**src/rtl/etr_pkg.sv**
```systemverilog
// Purpose: Shared constants and types for the trim and block_reset_control block
// Assumes: APB byte addresses are four times the register index
// Notes:   Register indices are kept as printed; see etr_regs for use

package etr_pkg;

  // ==========================================================================
  // Register map
  localparam int unsigned    ADDR_W       = 10;
  localparam logic [7:0]     IDX_EEPROM   = 8'h18;
  localparam logic [7:0]     IDX_TRIM     = 8'h19;
  localparam logic [7:0]     IDX_RESET    = 8'h1B;
  localparam logic [7:0]     IDX_VARIANT  = 8'h1F;
  localparam logic [ADDR_W-1:0] ADDR_EEPROM  = {IDX_EEPROM, 2'h0};
  localparam logic [ADDR_W-1:0] ADDR_TRIM    = {IDX_TRIM, 2'h0};
  localparam logic [ADDR_W-1:0] ADDR_RESET   = {IDX_RESET, 2'h0};
  localparam logic [ADDR_W-1:0] ADDR_VARIANT = {IDX_VARIANT, 2'h0};

  // ==========================================================================
  // Field positions
  localparam int unsigned    SER_DATA_BIT = 7;
  localparam int unsigned    SER_CLK_BIT  = 0;
  localparam int unsigned    RST_QUEUE    = 0;
  localparam int unsigned    RST_TRIM     = 1;
  localparam int unsigned    RST_PORT     = 2;
  localparam int unsigned    RST_OUT      = 3;
  localparam int unsigned    RST_GLOBAL   = 4;
  localparam int unsigned    VAR_A_BIT    = 0;
  localparam int unsigned    VAR_E_BIT    = 1;

  // ==========================================================================
  // Reset values and counts
  localparam logic [7:0]     EE_PORT_RST  = 8'h00;
  localparam logic [7:0]     POT_RST      = 8'h80;
  localparam logic [3:0]     POT_LAST_BIT = 4'h9;
  localparam int unsigned    POT_COUNT    = 4;

  // ==========================================================================
  // Types
  typedef logic [7:0] etr_byte_t;
  typedef etr_byte_t [POT_COUNT-1:0] etr_pot_bank_t;

  typedef struct packed {
    logic global_clear;
    logic output_converter_zero;
    logic parallel_port_clear;
    logic trim_pot_clear;
    logic sample_queue_clear;
  } etr_clear_s;

  typedef enum logic [1:0] {
    POT_IDLE,
    POT_SHIFT,
    POT_DONE
  } etr_pot_state_e;

endpackage

```
**src/rtl/etr_pot_loader.sv**
```systemverilog
// Purpose: Serial loader for the four 8-bit trim potentiometers
// Assumes: One write strobe per port write; bit 0 set marks a shift
// Notes:   Frame is enable, 2 address bits, 8 value bits, end byte

`timescale 1ns/1ps

module etr_pot_loader
  import etr_pkg::*;
(
  input  wire logic          pclk,
  input  wire logic          presetn,
  input  wire logic          wr_stb,
  input  wire etr_byte_t     wr_data,
  input  wire logic          pot_clear,
  output etr_pot_bank_t      pot_setting
);

  etr_pot_state_e state_reg;
  logic [9:0]     shift_reg;
  logic [3:0]     cnt_reg;
  etr_pot_bank_t  pot_bank_reg;
  logic           is_enable;
  logic           is_shift;

  assign is_enable   = wr_data[SER_DATA_BIT] & ~wr_data[SER_CLK_BIT];
  assign is_shift    = wr_data[SER_CLK_BIT];
  assign pot_setting = pot_bank_reg;

  // ==========================================================================
  // Frame sequencing
  always_ff @(posedge pclk or negedge presetn) begin
    if (!presetn) begin
      state_reg <= POT_IDLE;
      cnt_reg   <= 4'h0;
      shift_reg <= 10'h000;
    end else if (pot_clear) begin
      state_reg <= POT_IDLE;
      cnt_reg   <= 4'h0;
    end else if (wr_stb) begin
      unique case (state_reg)
        POT_IDLE: begin
          if (is_enable) begin
            state_reg <= POT_SHIFT;
            cnt_reg   <= 4'h0;
          end
        end
        POT_SHIFT: begin
          if (is_shift) begin
            shift_reg <= {shift_reg[8:0], wr_data[SER_DATA_BIT]};
            cnt_reg   <= cnt_reg + 4'h1;
            if (cnt_reg == POT_LAST_BIT) begin
              state_reg <= POT_DONE;
            end
          end else if (is_enable) begin
            cnt_reg <= 4'h0;
          end else begin
            // A low-clock byte with bit 7 clear aborts the frame
            state_reg <= POT_IDLE;
          end
        end
        POT_DONE: begin
          // Any end byte commits; an enable byte also opens a new frame
          state_reg <= is_enable ? POT_SHIFT : POT_IDLE;
          cnt_reg   <= 4'h0;
        end
      endcase
    end
  end

  // ==========================================================================
  // Settings, committed whole so a partial frame never shows
  always_ff @(posedge pclk or negedge presetn) begin
    if (!presetn) begin
      pot_bank_reg <= {POT_COUNT{POT_RST}};
    end else if (pot_clear) begin
      pot_bank_reg <= {POT_COUNT{POT_RST}};
    end else if (wr_stb && state_reg == POT_DONE) begin
      pot_bank_reg[shift_reg[9:8]] <= shift_reg[7:0];
    end
  end
endmodule

```
**src/rtl/etr_regs.sv**
```systemverilog
// Purpose: APB register block for EEPROM port, trim pots, resets, variant
// Assumes: Zero-wait APB slave; software paces every serial step
// Notes:   EEPROM data input is an external pin and is synchronised
//
// Function
// - EEPROM port: bit7 data, bit0 clock
// - Sixteen reads return word MSB first
// - Trim pots loaded serially, bit7 data
// - Two-bit address selects one of four pots
// - Each pot holds full eight-bit value
// - Reset bits clear their matching unit
// - Output reset zeroes both output converters
// - Bit 4 clears everything plus configuration
// - Variant register shows model in bits 1:0
//
// Added by the designer: the APB slave port.

`timescale 1ns/1ps

module etr_regs
  import etr_pkg::*;
#(
  parameter logic VARIANT_E = 1'b0
)(
  input  wire logic              pclk,
  input  wire logic              presetn,
  input  wire logic              psel,
  input  wire logic              penable,
  input  wire logic              pwrite,
  input  wire logic [ADDR_W-1:0] paddr,
  input  wire logic [31:0]       pwdata,
  input  wire logic [3:0]        pstrb,
  output logic [31:0]            prdata,
  output logic                   pready,
  output logic                   pslverr,
  output logic                   ee_data_out,
  output logic                   ee_sclk_out,
  input  wire logic              ee_data_in,
  output etr_clear_s             unit_clear,
  output logic [15:0]            dac0_code,
  output logic [15:0]            dac1_code,
  output etr_pot_bank_t          pot_setting
);

  // ==========================================================================
  // Bus decode
  logic       setup_ph;
  logic       wr_acc;
  logic       lane0;
  logic       hit_ee;
  logic       hit_trim;
  logic       hit_rst;
  logic       hit_var;
  logic       mapped;
  etr_byte_t  wbyte;

  assign setup_ph = psel & ~penable;
  assign wr_acc   = psel & penable & pwrite;
  // Only byte lane 0 carries data; a write without it stores nothing
  assign lane0    = pstrb[0];
  assign wbyte    = pwdata[7:0];
  assign hit_ee   = paddr == ADDR_EEPROM;
  assign hit_trim = paddr == ADDR_TRIM;
  assign hit_rst  = paddr == ADDR_RESET;
  assign hit_var  = paddr == ADDR_VARIANT;
  assign mapped   = hit_ee | hit_trim | hit_rst | hit_var;

  // Never stalls: every access completes in its first access cycle
  assign pready   = 1'b1;

  // ==========================================================================
  // EEPROM data input synchroniser
  logic ee_in_meta_reg;
  logic ee_in_sync_reg;

  always_ff @(posedge pclk or negedge presetn) begin
    if (!presetn) begin
      ee_in_meta_reg <= 1'b0;
      ee_in_sync_reg <= 1'b0;
    end else begin
      ee_in_meta_reg <= ee_data_in;
      ee_in_sync_reg <= ee_in_meta_reg;
    end
  end

  // ==========================================================================
  // Block_reset_control pulses
  etr_clear_s clear_reg;
  etr_byte_t  rst_bits;
  logic       rst_wr;

  assign rst_wr   = wr_acc & hit_rst & lane0;
  assign rst_bits = rst_wr ? wbyte : 8'h00;

  // Held for one cycle only, so a later zero write changes nothing
  always_ff @(posedge pclk or negedge presetn) begin
    if (!presetn) begin
      clear_reg <= '0;
    end else begin
      clear_reg.global_clear          <= rst_bits[RST_GLOBAL];
      clear_reg.output_converter_zero <= rst_bits[RST_OUT] |
                                         rst_bits[RST_GLOBAL];
      clear_reg.parallel_port_clear   <= rst_bits[RST_PORT] |
                                         rst_bits[RST_GLOBAL];
      clear_reg.trim_pot_clear        <= rst_bits[RST_TRIM] |
                                         rst_bits[RST_GLOBAL];
      clear_reg.sample_queue_clear    <= rst_bits[RST_QUEUE] |
                                         rst_bits[RST_GLOBAL];
    end
  end

  assign unit_clear = clear_reg;

  // ==========================================================================
  // Output converter codes; only the clear path acts on them here
  logic [15:0] dac0_reg;
  logic [15:0] dac1_reg;

  always_ff @(posedge pclk or negedge presetn) begin
    if (!presetn) begin
      dac0_reg <= 16'h0000;
      dac1_reg <= 16'h0000;
    end else if (clear_reg.output_converter_zero) begin
      dac0_reg <= 16'h0000;
      dac1_reg <= 16'h0000;
    end
  end

  assign dac0_code = dac0_reg;
  assign dac1_code = dac1_reg;

  // ==========================================================================
  // EEPROM serial port
  etr_byte_t ee_port_reg;

  always_ff @(posedge pclk or negedge presetn) begin
    if (!presetn) begin
      ee_port_reg <= EE_PORT_RST;
    end else if (clear_reg.global_clear) begin
      ee_port_reg <= EE_PORT_RST;
    end else if (wr_acc && hit_ee && lane0) begin
      // Software sequences the protocol itself by these writes
      ee_port_reg <= wbyte;
    end
  end

  assign ee_data_out = ee_port_reg[SER_DATA_BIT];
  assign ee_sclk_out = ee_port_reg[SER_CLK_BIT];

  // ==========================================================================
  // Trim potentiometer loader
  logic trim_wr;

  assign trim_wr = wr_acc & hit_trim & lane0;

  etr_pot_loader u_pot_loader (
    .pclk        (pclk),
    .presetn     (presetn),
    .wr_stb      (trim_wr),
    .wr_data     (wbyte),
    .pot_clear   (clear_reg.trim_pot_clear),
    .pot_setting (pot_setting)
  );

  // ==========================================================================
  // Read data and error, captured in the setup cycle
  etr_byte_t variant_val;
  etr_byte_t rd_byte;
  logic [31:0] prdata_reg;
  logic        slverr_reg;

  always_comb begin
    variant_val            = 8'h00;
    variant_val[VAR_A_BIT] = ~VARIANT_E;
    variant_val[VAR_E_BIT] = VARIANT_E;
  end

  always_comb begin
    rd_byte = 8'h00;
    if (hit_ee) begin
      rd_byte[SER_DATA_BIT] = ee_in_sync_reg;
    end else if (hit_var) begin
      rd_byte = variant_val;
    end
  end

  always_ff @(posedge pclk or negedge presetn) begin
    if (!presetn) begin
      prdata_reg <= 32'h0000_0000;
    end else if (setup_ph && !pwrite) begin
      prdata_reg <= {24'h00_0000, rd_byte};
    end
  end

  always_ff @(posedge pclk or negedge presetn) begin
    if (!presetn) begin
      slverr_reg <= 1'b0;
    end else if (setup_ph) begin
      slverr_reg <= ~mapped;
    end else if (!psel) begin
      slverr_reg <= 1'b0;
    end
  end

  assign prdata  = prdata_reg;
  assign pslverr = slverr_reg;
endmodule

```
**config.mk**
```make
export PLATFORM = sky130hd
export DESIGN_NAME = etr_regs
export DESIGN_NICKNAME = d
export VERILOG_FILES = /design/src/rtl/etr_pkg.sv /design/src/rtl/etr_pot_loader.sv /design/src/rtl/etr_regs.sv
export SDC_FILE = /design/constraint.sdc
export NUM_CORES = 1
export LEC_CHECK = 0
export BUFFER_PORTS_ARGS = -buffer_cell sky130_fd_sc_hd__clkbuf_2
export CAP_MARGIN = 20
export CORE_MARGIN = 4
export CORE_UTILIZATION = 40
export DETAILED_ROUTE_END_ITERATION = 10
export PLACE_DENSITY = 0.72
export SLEW_MARGIN = 20
export SYNTH_ARGS = -nofsm -noshare
export SYNTH_HDL_FRONTEND = slang
export SYNTH_SLANG_ARGS = --single-unit
export TNS_END_PERCENT = 100
```
**constraint.sdc**
```tcl
create_clock -name pclk -period 2.1 [get_ports pclk]
set_clock_uncertainty 0.15 [all_clocks]
set_input_delay 0.105 -clock pclk [delete_from_list [all_inputs] [get_ports pclk]]
set_output_delay 0.105 -clock pclk [all_outputs]
set_load 0.05 [all_outputs]
```
==> results.json, run 1 <==
{
  "ys_warn_count": 0,
  "slew_viol_final": 0,
  "dpl_worst_slack_ps": -7.84,
  "start_util_pct": 41.4,
  "finalCriticalPeriod_ps": 2050,
  "setup_viol": 0,
  "synthFlopType": "dfrtp_1",
  "synthTopCellsByArea": "dfrtp_1, buf_4, mux2i_1",
  "grt_overflow": 0,
  "grt_pass1_vias": 2256,
  "synthToLayoutAreaGrowth_pct": 23.8,
  "dr_total_vias": 2388,
  "critical_path_arrival_ps": 2150,
  "grt_pass1_wl_mm": 11.1,
  "synth_top_area_share_pct": 43.3,
  "path_cells": "inv_2, ha_2, nor4bb_4, and4_4, and3b_2, buf_12, mux2i_2",
  "cts_buffer_depth": 2,
  "fin_tns_setup_ps": 0,
  "core_um2": 7810,
  "port_buffers": 64,
  "antenna_left": 0,
  "clkTransAtPathRegs_ps": 80,
  "syn_inst": 304,
  "max_freq_mhz": 489,
  "antenna_found_initial": 0,
  "critPathRequiredTime_ps": 2200,
  "synth_xor_area_share_pct": 0,
  "drt-total-wl_mm": 6.91,
  "synth_edf_count": 0,
  "drt-initial-drc-count": 89,
  "hold_viol": 0,
  "run_status": "finished clean",
  "synth_compound_area_share_pct": 5.73,
  "drc": 0,
  "cts_buffers": 9,
  "vias_per_cell": 4.65,
  "synthMuxAreaShare_pct": 14.0,
  "endpoint_kind": "register",
  "setup.worst_path.class": "reg -> reg",
  "layout_common_cells": "conb_1, clkbuf_2, dfrtp_1, nand2_1, mux2i_1",
  "cts_tree": "done",
  "worstMarginPinSlew_ps": 529,
  "yosysTopAreaCell": "dfrtp_1",
  "p_leak_uw": 0.00217,
  "largest_register_ffs": 32,
  "rows": 32,
  "finalCritPeriodShare_pct": 97.5,
  "seq_area_frac_synth_pct": 46.6,
  "async_flop_share_pct": 100,
  "track_usage_pct": 14.3,
  "die_w_um": 97.9,
  "cellPowerDensity_nw_per_um2": 644,
  "synth_simple_gate_area_share_pct": 14.7,
  "clock_sinks": 60,
  "root_buffer": "clkbuf_8",
  "num_antenna_cells": 0,
  "dp_hpwl_mm": 4.95,
  "fp.dieH_um": 97.9,
  "die_area_um2": 9590,
  "synth.distinct_cells": 46,
  "synth_fa_ha_area_share_pct": 1.93,
  "crit_fanout": 7,
  "syn_area_per_cell_um2": 10.6,
  "io-pin-count": 157,
  "critPathSlowestCell": "dfrtp_1",
  "ys_seq_elements": 60,
  "cpLargestDelayFamily": "simple AND/OR/NAND/NOR gates",
  "vdd_drop_max_mv": 0.309,
  "fin_nets": 463,
  "cap_viol_max_count": 0,
  "cpPeakStageDelay_ps": 410,
  "slew_headroom_pct": 64.6,
  "place.gp.congestion": 0.794,
  "drive_gt1_share_pct": 31.1,
  "timing.critical_path.buf_inv": 2,
  "worst_slack_ps": 53.3,
  "clk_latency_ps": 330,
  "netlist_area_um2": 3230,
  "fill_cells": 683,
  "hold_path_class": "in -> reg",
  "dr.pass1.iters": 4,
  "wl_per_cell_um": 13.5,
  "cp-start-kind": "register",
  "synth_top_family_by_area": "buffers and inverters",
  "grt_max_degree": 46,
  "htreeDepth": 3
}
## worst reg2reg max path, stage by stage (launching register included)
cell,delay (ps)
dfrtp_1,410
inv_2,70
ha_2,180
nor4bb_4,270
and4_4,280
and3b_2,230
buf_12,140
mux2i_2,240
## stage by stage
stage / util (%) / hold WS [ps] / power, uW / area (um^2) / cells
floorplan: - / -341 / 1560 / 3460 / 365
global placement: 45.2 / -93.8 / 1530 / 3530 / 472
detailed placement: 45.2 / -83.4 / 1530 / 3530 / 472
CTS: 50.4 / 9.28 / 2600 / 3940 / 509
global route: 51.2 / 42.3 / 2680 / 4000 / 513
finish: 51.2 / 27.5 / 2580 / 4000 / 513
## power by group
part	internal [uW]	switching, uW	leakage [uW]
registers	1160	2.40	0.000667
clock network	554	491	0.000100
logic	52.0	319	0.00140
## Yosys cell counts, types with 2 or more instances
cell,instances
o22ai_1,2
nand3b_1,3
a21oi_1,8
clkbuf_1,6
buf_4,64
inv_1,7
nand2_1,41
nand2b_1,2
o21a_1,5
mux2i_1,34
mux2_2,10
nor2_1,11
and4_1,2
dfrtp_1,56
conb_1,2
ha_1,5
nand4_1,4
nor3_1,3
nand3_1,4
dfstp_2,4
o21ai_0,5
nor3b_1,2
## cell type report
type / instances / area, um^2 / area share [%]
Sequential cell: 60 / 1510 / 37.6
Multi-Input combinational cell: 226 / 1450 / 36.1
Timing Repair Buffer: 102 / 698 / 17.4
Tap cell: 102 / 128 / 3.19
Clock buffer: 9 / 124 / 3.10
Clock inverter: 7 / 73.8 / 1.84
Inverter: 7 / 26.3 / 0.657
## kinds of logic after synthesis
kind of cell    count (synthesis)
mux                            44
other cells                     2
compound gates                 28
fa+ha+maj                       5
simple gates                   86
buf+inv                        79
flops                          60
## final timing paths
kind                                           start                      endpoint  slack, ps  cells past startpoint
max                        u_pot_loader.state_reg[0]  u_pot_loader.pot_setting[22]         50                      7
min in group asynchronous                    presetn                 unit_clear[2]         90                      2
min reg2reg                           ee_in_meta_reg                ee_in_sync_reg        210                      0
min                                         paddr[2]                     prdata[7]         30                      4
max reg2reg                u_pot_loader.state_reg[0]  u_pot_loader.pot_setting[22]         50                      7
max in group asynchronous                    presetn   u_pot_loader.pot_setting[7]       1070                      3
## per-layer routing
metal,vias up,track usage (%),wire length [um],share of wire (%)
li1,1117,-,-,-
met1,1165,17.6,2890,42
met2,93,22.9,3310,48
met3,13,4.00,549,7.9
met4,0,7.14,157,2.3
met5,-,0,0,0
## timing repair
| item | CTS | global route |
|---|---|---|
| setup endpoints to repair | 7 | 18 |
| hold endpoints to repair | 67 | 0 |
| pin swaps | 0 | 3 |
| cloned | 0 | 0 |
| hold buffers | 21 | 0 |
| setup buffers | 0 | 4 |
| gates resized for setup | 1 | 12 |
No activity file was read; power rests on OpenSTA's default activity.
==> run 2, diff against run 1 <==
--- a/config.mk
+++ b/config.mk
@@ -7,10 +7,13 @@
 export LEC_CHECK = 0
 export BUFFER_PORTS_ARGS = -buffer_cell sky130_fd_sc_hd__clkbuf_2
 export CAP_MARGIN = 20
+export CELL_PAD_IN_SITES_DETAIL_PLACEMENT = 0
+export CELL_PAD_IN_SITES_GLOBAL_PLACEMENT = 2
 export CORE_MARGIN = 4
-export CORE_UTILIZATION = 40
+export CORE_UTILIZATION = 27
 export DETAILED_ROUTE_END_ITERATION = 10
-export PLACE_DENSITY = 0.72
+export PLACE_DENSITY = 0.81
+export REMOVE_ABC_BUFFERS = 1
 export SLEW_MARGIN = 20
 export SYNTH_ARGS = -nofsm -noshare
 export SYNTH_HDL_FRONTEND = slang
==> run 2 against run 1 <==
Compared with the run above:
- clock power increased by 57%
- combinational power about the same
- first-iteration DRC count increased by 39%
- register-to-register slack improved by 90 ps
- via count decreased by 4.1%
- final area increased by 3.5%
- cell count increased by 7.4%
- sequential power about the same
- non-clock buffer count decreased by 3
- die area increased by 44%
==> results.json, run 2 (synthesis results as in run 1) <==
{
  "antenna_found_initial": 0,
  "slew_viol_final": 0,
  "layout_common_cells": "clkbuf_2, conb_1, dfrtp_1, nand2_1, mux2i_1",
  "wl_per_cell_um": 13.0,
  "critPathSlowestCell": "dfrtp_1",
  "r2r-start": "u_pot_loader.state_reg[0]",
  "vdd_drop_max_mv": 0.355,
  "critical_path_arrival_ps": 2050,
  "setup_viol": 0,
  "max_freq_mhz": 510,
  "clock_sinks": 60,
  "dr.pass1.iters": 4,
  "start_util_pct": 28.0,
  "grt_pass1_wl_mm": 12.0,
  "vias_per_cell": 4.16,
  "cp-start-kind": "register",
  "critPathRequiredTime_ps": 2190,
  "drive_gt1_share_pct": 30.4,
  "drt-total-wl_mm": 7.15,
  "place.gp.congestion": 0.751,
  "endpoint_kind": "register",
  "rsz0062_at_grt": "false",
  "worstHoldStart": "pwdata[0]",
  "root_buffer": "clkbuf_16",
  "die_area_um2": 13800,
  "fin_nets": 460,
  "drt-initial-drc-count": 124,
  "timing.critical_path.buf_inv": 2,
  "dr_total_vias": 2291,
  "htreeDepth": 3,
  "track_usage_pct": 10.7,
  "core_um2": 11600,
  "dp_hpwl_mm": 5.16,
  "cpPeakStageDelay_ps": 380,
  "met1_usage_pct": 13.4,
  "critPathLaunch": "u_pot_loader.state_reg[0]",
  "grt_pass1_vias": 2332,
  "antenna_left": 0,
  "gr-max-usage-layer": "met2",
  "fin_tns_setup_ps": 0,
  "finalCritPeriodShare_pct": 93.4,
  "clkTransAtPathRegs_ps": 50,
  "p_leak_uw": 0.00220,
  "synthToLayoutAreaGrowth_pct": 28.1,
  "fp.dieH_um": 117,
  "path_cells": "inv_1, ha_2, nor4bb_2, and4_4, and3b_2, buf_12, mux2i_1",
  "grt_use_met3_pct": 3.32,
  "grt_max_degree": 47,
  "cts_buffer_depth": 2,
  "hold_path_class": "in -> reg",
  "grt.met2_usage_pct": 17.2,
  "rows": 39,
  "hold_viol": 0,
  "cts_tree": "done",
  "setup.worst_path.class": "reg -> reg",
  "num_antenna_cells": 0,
  "io-pin-count": 157,
  "utilization_pct": 35.8,
  "port_buffers": 64,
  "largest_register_ffs": 32,
  "post_cts_buffers": 0,
  "drc": 0,
  "layout_commonest_cell": "clkbuf_2",
  "clk_latency_ps": 320,
  "run_status": "finished clean",
  "cap_viol_max_count": 0,
  "finalCriticalPeriod_ps": 1960,
  "cts_buffers": 9,
  "cellPowerDensity_nw_per_um2": 763,
  "die_w_um": 117,
  "crit_fanout": 6,
  "grt_overflow": 0,
  "cpLargestDelayFamily": "simple AND/OR/NAND/NOR gates"
}
==> run 2: cell types whose count changed in the layout (fill, tap and decap cells not counted), moves of 2 or more <==
cell	delta
clkbuf_8	-7
inv_6	-2
clkbuf_16	+9
dlygate4sd3_1	-2
clkinv_2	-2
==> run 2: cell type report <==
class	instances	area, um^2
clock buffers	11	253
multi-input cells	226	1430
repair buffers	99	668
inverters	7	26.3
fillers	1206	7420
well taps	143	179
clock inverters	5	83.8
flip-flops and latches	60	1510
==> run 2: per-stage QoR <==
step | setup WS, ps | hold WS [ps] | area, um^2 | power (uW) | instances
final | 139 | 47.8 | 4140 | 3160 | 551
after global routing | 17.3 | 68.6 | 4140 | 3270 | 551
after CTS | 59.9 | 26.4 | 4130 | 3220 | 551
after detailed placement | -21.4 | -90.5 | 3600 | 1530 | 516
after global placement | -1.93 | -95.7 | 3600 | 1530 | 516
after floorplan | 15.0 | -341 | 2940 | 1460 | 293
==> run 2: worst paths after layout <==
| kind | to | slack, ps | depth (start not counted) |
|---|---|---|---|
| worst max-delay path | u_pot_loader.pot_setting[20] | 140 | 7 |
| worst min-delay path | ee_port_reg[0] | 50 | 3 |
| worst max register to register | u_pot_loader.pot_setting[20] | 140 | 7 |
| worst min register to register | ee_in_sync_reg | 210 | 0 |
| max in group asynchronous | u_pot_loader.pot_setting[15] | 1050 | 3 |
| min in group asynchronous | ee_in_meta_reg | 100 | 2 |
==> run 2: per-layer routing <==
metal	share of wire (%)	up-vias	wire length, um
met3	6.0	5	432
met1	45	1102	3220
met2	48	74	3410
met4	1.2	0	83
met5	0	-	0
li1	-	1110	-
==> run 2: worst min-delay path, delay by kind of cell <==
kind / cells / cell delay (ps)
buffers and inverters: 1 / 200
multiplexers: 1 / 100
AND/OR/NAND/NOR: 1 / 80
==> run 2: repair_timing <==
| action | CTS | global route |
|---|---|---|
| resized for setup | 2 | 4 |
| pin swaps | 1 | 0 |
| endpoints found under the setup margin | 8 | 7 |
| hold endpoints to repair | 67 | 0 |
| hold buffers | 19 | 0 |
==> run 2: power by group <==
group / switching, uW / internal, uW
clock: 523 / 1100
sequential: 2.37 / 1160
combinational: 317 / 52.8
total: 843 / 2320
